[src/verilog/secl_pkg.sv]
package secl_pkg;
   // indicator colour / pattern codes
   typedef enum logic [1:0] {
      SECL_LED_OFF,
      SECL_LED_RED,
      SECL_LED_RED_FLASH,
      SECL_LED_GREEN
   } secl_led_t;

   // error class, ordered by rising severity
   typedef enum logic [1:0] {
      SECL_CLS_NONE,
      SECL_CLS_NONFATAL,
      SECL_CLS_ABORT,
      SECL_CLS_CRITICAL
   } secl_cls_t;

   // history codes written to nonvolatile log
   localparam logic [7:0] SECL_HIST_SYSFAIL = 8'h01;
   localparam logic [7:0] SECL_HIST_SWMIS = 8'h02;

   // seven-segment character codes (ascii-like)
   localparam logic [7:0] SECL_CH_BLANK = 8'h00;
   localparam logic [7:0] SECL_CH_H = 8'h48;
   localparam logic [7:0] SECL_CH_P = 8'h50;
   localparam logic [7:0] SECL_CH_6 = 8'h36;
   localparam logic [7:0] SECL_CH_E = 8'h45;
   localparam logic [7:0] SECL_CH_8 = 8'h38;

   // unit version 1.0 expressed as major.minor nibbles
   localparam logic [7:0] SECL_VER_SHORT_MIN = 8'h10;

   // display alternate and flash periods
   localparam int SECL_CLK_HZ = 25000000;
   localparam int SECL_ALT_MS = 1000;
   localparam int SECL_ALT_CYC = SECL_CLK_HZ / 1000 * SECL_ALT_MS;
   localparam int SECL_FLASH_MS = 500;
   localparam int SECL_FLASH_CYC = SECL_CLK_HZ / 1000 * SECL_FLASH_MS;

   // fault inputs, one bit each
   typedef struct packed {
      logic noise_hw;
      logic sys_fail;
      logic out_short;
      logic sw_mismatch;
      logic abort_other;
   } secl_fault_t;

   // indicator and display outputs
   typedef struct packed {
      secl_led_t module_health_indicator;
      secl_led_t network_health_indicator;
      logic [7:0] digit_left;
      logic [7:0] digit_right;
   } secl_ind_t;

   typedef struct packed {
      logic wr;
      logic [7:0] code;
      logic [7:0] node;
   } secl_hist_t;
endpackage

[src/verilog/secl_classifier.sv]
`timescale 1ns/1ps
module secl_classifier #(
   parameter int N_CONN = 8,
   parameter int ALT_CYC = secl_pkg::SECL_ALT_CYC,
   parameter int FLASH_CYC = secl_pkg::SECL_FLASH_CYC
) (
   input wire logic sys_clk_i,
   input wire logic nrst_i,
   input wire secl_pkg::secl_fault_t fault_i,
   input wire logic [N_CONN-1:0] conn_fault_i,
   input wire logic download_done_i,
   input wire logic switch_changed_i,
   input wire logic [7:0] node_addr_i,
   input wire logic [7:0] unit_version_i,
   input wire logic clear_i,
   output secl_pkg::secl_cls_t class_o,
   output logic [N_CONN-1:0] conn_safe_o,
   output logic safety_run_o,
   output logic all_run_o,
   output logic msg_enable_o,
   output logic tool_enable_o,
   output secl_pkg::secl_ind_t ind_o,
   output secl_pkg::secl_hist_t hist_o
);
   import secl_pkg::*;

   ////////////////////////////////////////////////////////////////////
   logic noise_q, sys_q, short_q, mis_q, abort_q;
   logic [7:0] mis_node_q;
   logic alt_tick, flash_tick, alt_q, flash_q;
   logic is_short;
   secl_cls_t cls;

   secl_tick #(.PERIOD(ALT_CYC)) u_alt (
      .sys_clk_i(sys_clk_i),
      .nrst_i(nrst_i),
      .tick_o(alt_tick)
   );

   secl_tick #(.PERIOD(FLASH_CYC)) u_flash (
      .sys_clk_i(sys_clk_i),
      .nrst_i(nrst_i),
      .tick_o(flash_tick)
   );

   assign is_short = fault_i.out_short &&
                     (unit_version_i >= SECL_VER_SHORT_MIN);

   ////////////////////////////////////////////////////////////////////
   // sticky fault latches; clear_i has no effect, critical needs power cycle
   always_ff @(posedge sys_clk_i or negedge nrst_i) begin
      if (!nrst_i) begin
         noise_q <= 1'b0;
         sys_q <= 1'b0;
         short_q <= 1'b0;
      end else begin
         noise_q <= noise_q | fault_i.noise_hw;
         sys_q <= sys_q | fault_i.sys_fail |
                  (fault_i.out_short & ~is_short);
         short_q <= short_q | is_short;
      end
   end

   // switch mismatch only after completed download
   always_ff @(posedge sys_clk_i or negedge nrst_i) begin
      if (!nrst_i) begin
         mis_q <= 1'b0;
         mis_node_q <= 8'h00;
      end else if (switch_changed_i && download_done_i && !mis_q) begin
         mis_q <= 1'b1;
         mis_node_q <= node_addr_i;
      end else if (clear_i) begin
         mis_q <= 1'b0;
      end
   end

   always_ff @(posedge sys_clk_i or negedge nrst_i) begin
      if (!nrst_i) begin
         abort_q <= 1'b0;
      end else begin
         abort_q <= fault_i.abort_other | (abort_q & ~clear_i);
      end
   end

   ////////////////////////////////////////////////////////////////////
   // severity ranking
   always_comb begin
      if (noise_q || sys_q || short_q) begin
         cls = SECL_CLS_CRITICAL;
      end else if (mis_q || abort_q) begin
         cls = SECL_CLS_ABORT;
      end else if (|conn_fault_i) begin
         cls = SECL_CLS_NONFATAL;
      end else begin
         cls = SECL_CLS_NONE;
      end
   end

   always_ff @(posedge sys_clk_i or negedge nrst_i) begin
      if (!nrst_i) begin
         alt_q <= 1'b0;
         flash_q <= 1'b0;
      end else begin
         alt_q <= alt_q ^ alt_tick;
         flash_q <= flash_q ^ flash_tick;
      end
   end

   ////////////////////////////////////////////////////////////////////
   // reactions per class
   always_ff @(posedge sys_clk_i or negedge nrst_i) begin
      if (!nrst_i) begin
         class_o <= SECL_CLS_NONE;
         conn_safe_o <= '1;
         safety_run_o <= 1'b0;
         all_run_o <= 1'b0;
         msg_enable_o <= 1'b0;
         tool_enable_o <= 1'b0;
      end else begin
         class_o <= cls;
         unique case (cls)
            SECL_CLS_NONE, SECL_CLS_NONFATAL: begin
               conn_safe_o <= conn_fault_i;
               safety_run_o <= 1'b1;
               all_run_o <= 1'b1;
               msg_enable_o <= 1'b1;
               tool_enable_o <= 1'b1;
            end
            SECL_CLS_ABORT: begin
               conn_safe_o <= '1;
               safety_run_o <= 1'b0;
               all_run_o <= 1'b1;
               msg_enable_o <= 1'b1;
               tool_enable_o <= 1'b1;
            end
            SECL_CLS_CRITICAL: begin
               conn_safe_o <= '1;
               safety_run_o <= 1'b0;
               all_run_o <= 1'b0;
               msg_enable_o <= 1'b0;
               tool_enable_o <= 1'b0;
            end
         endcase
      end
   end

   ////////////////////////////////////////////////////////////////////
   // indicators and display
   always_ff @(posedge sys_clk_i or negedge nrst_i) begin
      if (!nrst_i) begin
         ind_o <= '0;
      end else if (noise_q) begin
         ind_o <= '0;
      end else if (short_q) begin
         ind_o.module_health_indicator <= SECL_LED_RED;
         ind_o.network_health_indicator <= SECL_LED_OFF;
         ind_o.digit_left <= SECL_CH_P;
         ind_o.digit_right <= SECL_CH_6;
      end else if (sys_q) begin
         ind_o.module_health_indicator <= SECL_LED_RED;
         ind_o.network_health_indicator <= SECL_LED_OFF;
         ind_o.digit_left <= SECL_CH_H;
         ind_o.digit_right <= SECL_CH_BLANK;
      end else if (mis_q) begin
         // flashing red; E8 alternating with node
         ind_o.module_health_indicator <=
            flash_q ? SECL_LED_RED_FLASH : SECL_LED_OFF;
         ind_o.network_health_indicator <= SECL_LED_OFF;
         ind_o.digit_left <= alt_q ? {4'h0, mis_node_q[7:4]} : SECL_CH_E;
         ind_o.digit_right <= alt_q ? {4'h0, mis_node_q[3:0]} : SECL_CH_8;
      end else begin
         ind_o.module_health_indicator <= SECL_LED_GREEN;
         ind_o.network_health_indicator <= SECL_LED_GREEN;
         ind_o.digit_left <= node_addr_i[7:0] >> 4;
         ind_o.digit_right <= {4'h0, node_addr_i[3:0]};
      end
   end

   ////////////////////////////////////////////////////////////////////
   // history write pulses on the first sys_fail or out_short, or on a mismatch with neither latched or arriving; none while noise is latched
   always_ff @(posedge sys_clk_i or negedge nrst_i) begin
      if (!nrst_i) begin
         hist_o <= '0;
      end else if (noise_q) begin
         hist_o <= '0;
      end else if ((fault_i.sys_fail || fault_i.out_short) &&
                   !sys_q && !short_q) begin
         hist_o <= '{wr: 1'b1, code: SECL_HIST_SYSFAIL, node: node_addr_i};
      end else if (switch_changed_i && download_done_i && !mis_q &&
                   !sys_q && !short_q) begin
         hist_o <= '{wr: 1'b1, code: SECL_HIST_SWMIS, node: node_addr_i};
      end else begin
         hist_o.wr <= 1'b0;
      end
   end
endmodule

[src/verilog/secl_tick.sv]
`timescale 1ns/1ps
module secl_tick #(
   parameter int PERIOD = 1000
) (
   input wire logic sys_clk_i,
   input wire logic nrst_i,
   output logic tick_o
);
   logic [31:0] cnt_q;

   always_ff @(posedge sys_clk_i or negedge nrst_i) begin
      if (!nrst_i) begin
         cnt_q <= 32'h0;
         tick_o <= 1'b0;
      end else if (cnt_q == 32'(PERIOD - 1)) begin
         cnt_q <= 32'h0;
         tick_o <= 1'b1;
      end else begin
         cnt_q <= cnt_q + 32'h1;
         tick_o <= 1'b0;
      end
   end
endmodule

[config.mk]
export PLATFORM = sky130hd
export DESIGN_NAME = secl_classifier
export DESIGN_NICKNAME = d
export VERILOG_FILES = /design/src/verilog/secl_pkg.sv /design/src/verilog/secl_classifier.sv /design/src/verilog/secl_tick.sv
export SDC_FILE = /design/constraint.sdc
export NUM_CORES = 1
export LEC_CHECK = 0
export ABC_AREA = 1
export BUFFER_PORTS_ARGS = -buffer_cell sky130_fd_sc_hd__buf_2
export CAP_MARGIN = 30
export CORE_MARGIN = 2
export CORE_UTILIZATION = 40
export CTS_CLUSTER_DIAMETER = 100
export DETAILED_ROUTE_END_ITERATION = 10
export GPL_ROUTABILITY_DRIVEN = 0
export PLACE_DENSITY = 0.61
export SLEW_MARGIN = 15
export SYNTH_ARGS = -nofsm -noshare
export SYNTH_HDL_FRONTEND = slang
export SYNTH_SLANG_ARGS = --single-unit
[constraint.sdc]
create_clock -name sys_clk_i -period 1.55 [get_ports sys_clk_i]
set_input_delay 0.31 -clock sys_clk_i [delete_from_list [all_inputs] [get_ports sys_clk_i]]
set_output_delay 0.31 -clock sys_clk_i [all_outputs]
set_load 0.01 [all_outputs]
=== Word-level counts from Yosys, hierarchy flattened ===
Cells that the tools add are included.

* Bits in registers: 130
* Input bits: 34
* Word-level logic and storage cells: 86

* Add/sub/neg operators: 2
* Order comparisons: 1
* Equal/unequal tests: 5
* Mux-type cells: 23
* Bitwise operators: 11
* Reductions and logical operators: 21

{| class="wikitable"
|+ Operators by type and width
! cell !! number
|-
| 20-bit 2-to-1 mux || 4
|-
| 32-bit by 1-bit adder with 32-bit output, second input constant || 2
|-
| 32-bit 2-to-1 mux || 2
|-
| 17-bit 2-to-1 mux || 2
|-
| 32-bit by 24-bit == test with 1-bit output, second input constant || 1
|-
| 32-bit by 25-bit == test with 1-bit output, second input constant || 1
|-
| 16-bit 2-to-1 mux || 1
|-
| 8-bit one-hot mux with 2 select lines || 1
|-
| 8-bit by 5-bit >= comparator with 1-bit output, second input constant || 1
|-
| 8-bit OR reduction || 1
|-
| 1-bit logical AND || 7
|-
| 7-bit 2-to-1 mux || 1
|-
| 1-bit 2-to-1 mux || 6
|-
| 2-bit 2-to-1 mux || 3
|-
| 6-bit 2-to-1 mux || 1
|-
| 1-bit bitwise OR || 5
|-
| 2-bit == test, second input constant || 2
|-
| 1-bit logical OR || 4
|-
| 1-bit one-hot mux with 2 select lines || 2
|-
| 2-bit OR reduction || 2
|-
| 1-bit logical NOT || 3
|-
| 3-bit nonzero test || 1
|-
| 3-bit OR reduction || 1
|-
| 1-bit AND || 2
|-
| 5 further kinds || 7
|}

=== Longest topological paths before layout ===
* Depth in word-level cells: 7
* Gate-level depth with buffers: 9
* Mapped depth without buffers: 9

=== Cells and area by module ===
From an unflattened synthesis, not the netlist that was laid out.

* Cells, all modules: 833
* Area total of the unflattened synthesis: 6,358.6 um^2

{| class="wikitable"
|+ By module, submodules not included
! module !! instances !! cells each !! area an instance (um^2) !! sequential area each (um^2)
|-
| secl_classifier || 1 || 220 || 2,227.1 || 1,311.3
|-
| secl_tick at u_flash || 1 || 310 || 2,092.0 || 825.8
|-
| secl_tick at u_alt || 1 || 303 || 2,039.5 || 825.8
|}

=== Worst setup path after synthesis ===
No wires, ideal clock.

* Path kind: flip-flop to flip-flop
* From: reg u_flash.cnt_q[0]
* To: reg u_flash.cnt_q[19]
* Arrival: 1.391 ns
* Required time: 1.435 ns
* Path slack: 0.044 ns
* Cell stages (with the launch flop): 10
* Path buffers: 1
* Period minus slack after synthesis: 1.506 ns
* Cell sequence: dfrtp_1 > ha_1 > nand2_2 > nor2_4 > inv_2 > nor2_2 > nand2_2 > nor2_8 > buf_12 > nor2_2

* Longest elaborated chain between the ends: 2
* Elaborated cells between the ends (all ways): 3

{| class="wikitable"
|+ Ends and longest elaborated chain
! item !! line !! source
|-
| start: declaration || secl_tick.sv:9 || <nowiki>logic [31:0] cnt_q;</nowiki>
|-
| start signal: assignment || secl_tick.sv:19 || <nowiki>cnt_q <= cnt_q + 32'h1;</nowiki>
|-
| 32-bit by 1-bit adder with 32-bit output / 32-bit by 24-bit == test with 1-bit output (equally long branches) || secl_tick.sv:19, secl_tick.sv:15 ||
|-
| 32-bit 2-to-1 mux (*) || secl_tick.sv:15 || <nowiki>end else if (cnt_q == 32'(PERIOD - 1)) begin</nowiki>
|}

Mark *: on every way between the ends. The rest lies on a longest branch, timed or not.
A chain may end at the register's enable or synchronous reset.

=== Worst setup path in the final report ===
* From: reg u_flash.cnt_q[0]
* To: reg u_flash.cnt_q[17]

The elaborated chain is that of the path after synthesis.

==> metrics <==
outcome=completed; buffer type at the clock tree root=sky130_fd_sc_hd__clkbuf_16; number of nets in the final layout=948; number of enable flip-flop cells after synthesis=0; post-layout min period=1.47 ns; kind of capture point of the worst setup path=flip-flop; R2R depth=9; sequential cell area fraction in the yosys report=47.5%; via count normalized by instance count=4.68; TritonCTS sink count=118; # DRC=0; worst skew pair latency=0.42 ns; standby leakage power=3.81 nW; Total Die Area=16600 sq um; Seq cells post-synth=118; worst reg-to-reg setup slack=0.08 ns; terminating pin of the worst hold path=noise_q; maximum root-to-sink buffer count=2; final global-route overflow total=0; number of instances on the worst hold path=2; number of iterations in the first detailed-routing pass=4; Max Freq=680 MHz; class of the tightest hold or removal check=in2reg; Final Max Slew Viols=0; power density relative to cell area=937 nW/um^2; First DRT Iteration DRCs=283; Fin Setup TNS=0 ns; crit-path max FO=7; startpoint of the tightest hold check path=fault_i[4]; share of the synthesized area in the top cell type=44.2%; TritonCTS clock tree=built; clk_skew=0.0116 ns; final critical-path setup slack=0.0801 ns; final hold violation count=0; standard-cell rows=45; number of CTS-inserted buffers=17; proportion of layout cells with a drive suffix above 1=21.3%; Worst VDD drop=824 uV; total core area=15200 sq um; async set-reset flop share out of synthesis=100%; Crit Reg-Reg Startpoint=u_flash.cnt_q[0]; via total after detailed routing=5207; final core occ=50.0%; synth warn=0; setup violation total in the final timing report=0; startpoint types=flip-flop; post-synthesis area per instance=7.73 sq um; total routing usage reported by global routing=17.4%; number of max-cap violations=0; synthesis-to-finish area growth=22.0%; diode insertion count for antenna repair=0; PortBufs=69; leading post-synthesis cells by instance count=224 x sky130_fd_sc_hd__nand2_1, 124 x sky130_fd_sc_hd__inv_1, 123 x sky130_fd_sc_hd__nor2_1, 110 x sky130_fd_sc_hd__dfrtp_1, 42 x sky130_fd_sc_hd__nand3_1; WL/cell=12.4 um; routed wire length=13800 um; Die Wd=129 um; layout filler cell count=1481; power consumption=7.13 mW; initial antenna violation count=0; worst setup path class=reg2reg; Top Ports=85; worst path required time=1.85 ns; count of cell types in the netlist=33; clock transition time at the flip-flop clock pins of the worst setup and hold paths=0.06 ns; Die Height=129 um; wire length of the first global-routing pass=22600 um; post-route worst hold slack=0.0828 ns; via count of the first global-routing pass=4859; critical register-to-register path endpoint=u_flash.cnt_q[17]; Setup Slack @ Placement=0.00937 ns; post-route clock period utilization=94.8%; Critical Path AT=1.77 ns; Gate Count Post-Synth=807; largest net degree at the start of global routing=29; remaining antenna violation count after routing=0; most common cell in the netlist=sky130_fd_sc_hd__nand2_1; library cell with the largest summed area after synthesis=sky130_fd_sc_hd__dfrtp_1; dpl hpwl=10500 um; htree depth=4; cell types occupying the most area after synthesis=sky130_fd_sc_hd__dfrtp_1 44%, sky130_fd_sc_hd__nand2_1 13%, sky130_fd_sc_hd__inv_1 7.5%; Primary FF master, synth=sky130_fd_sc_hd__dfrtp_1; effective utilization at floorplan=41.0%; post-synth design cell area=6230 sq um
cell families (layout without fill, tap and decap cells):
logic type | after synthesis | count (layout) | synth area share, %
flops | 118 | 118 | 47.5
buf+inv | 147 | 256 | 10.0
other cells | 1 | 10 | 0.0601
simple gates | 470 | 470 | 34.1
compound gates | 40 | 40 | 3.79
xor+xnor | 29 | 29 | 4.07
fa+ha+maj | 2 | 2 | 0.401
critical path: stages (launching register included):
cell                      delay, ns
sky130_fd_sc_hd__dfrtp_1       0.35
sky130_fd_sc_hd__ha_2          0.20
sky130_fd_sc_hd__nand2_4       0.07
sky130_fd_sc_hd__nor2_4        0.17
sky130_fd_sc_hd__inv_2         0.05
sky130_fd_sc_hd__nor2_2        0.08
sky130_fd_sc_hd__nand2_2       0.09
sky130_fd_sc_hd__nor2_8        0.16
sky130_fd_sc_hd__buf_12        0.14
sky130_fd_sc_hd__nor2_1        0.05
per-stage QoR:
step	cell area [sq um]	cells
CTS	7480	1107
floorplan	6270	816
global route	7610	1113
finish	7610	1113
global placement	6900	1074
detailed placement	6900	1074
routing by layer:
layer / vias to the layer above / wire length [um] / GRT usage, %
li1: 2676 / - / -
met1: 2379 / 6610 / 22.1
met2: 143 / 6400 / 29.0
met3: 9 / 720 / 4.03
met4: 0 / 114 / 6.52
met5: - / 0 / 0
worst max path at each step:
| stage | start | to | depth (start not counted) |
|---|---|---|---|
| 5_1_grt | u_flash.cnt_q[1] | u_flash.cnt_q[17] | 9 |
| 2_1_floorplan | u_flash.cnt_q[0] | u_flash.cnt_q[19] | 9 |
| 3_5_place_dp | u_flash.cnt_q[0] | u_flash.cnt_q[11] | 8 |
| 3_3_place_gp | u_flash.cnt_q[0] | u_flash.cnt_q[17] | 8 |
| 4_1_cts | u_flash.cnt_q[0] | u_flash.cnt_q[11] | 8 |
| 6_report | u_flash.cnt_q[0] | u_flash.cnt_q[17] | 9 |
state kept, by name, summed over array words and instances, names as in the netlist, 2 cells and up:
name,count
mis_node_q,8
ind_o,14
class_o,2
u_alt.cnt_q,32
u_flash.cnt_q,32
hist_o,11
conn_safe_o,8
power breakdown:
group	total, mW	leakage, nW	switching, mW	internal (mW)
clock	3.74	0.272	1.39	2.35
combinational	0.229	1.99	0.149	0.0794
sequential	3.15	1.55	0.0241	3.13
total	7.13	3.81	1.57	5.56
cell usage in the layout, fill, tap and decap left out, drive strengths merged:
cell type	Yosys	layout
nand2	233	233
nor2	158	158
inv	130	130
dfrtp	110	110
buf	16	93
nand3	44	44
nand4	25	25
xor2	22	22
clkbuf	1	19
o21ai	17	17
conb	1	10
o22ai	9	9
dfstp	8	8
clkinv	0	8
xnor2	7	7
o21bai	5	5
nor3	4	4
a21oi	4	4
a211oi	4	4
clkinvlp	0	3
or2	3	3
nand3b	2	2
bufinv	0	2
ha	2	2
o211ai	1	1
nor4	1	1
dlygate4sd3	0	1
timing repair:
| action | CTS | global route |
|---|---|---|
| hold buffers | 1 | 0 |
| pin swaps | 1 | 7 |
| resized for setup | 0 | 19 |
| endpoints found under the setup margin | 1 | 25 |
| hold endpoints to repair | 7 | 0 |
| setup buffers | 0 | 6 |
cell type report:
class                           count  area, sq um  area share, %
Sequential cell                   118         2970           39.0
Multi-Input combinational cell    551         2740           36.0
Timing Repair Buffer               94          613           8.06
Inverter                          130          488           6.41
Clock buffer                       19          433           5.69
Tap cell                          188          235           3.09
Clock inverter                     13          134           1.76
No activity file was read; power rests on OpenSTA's default activity.
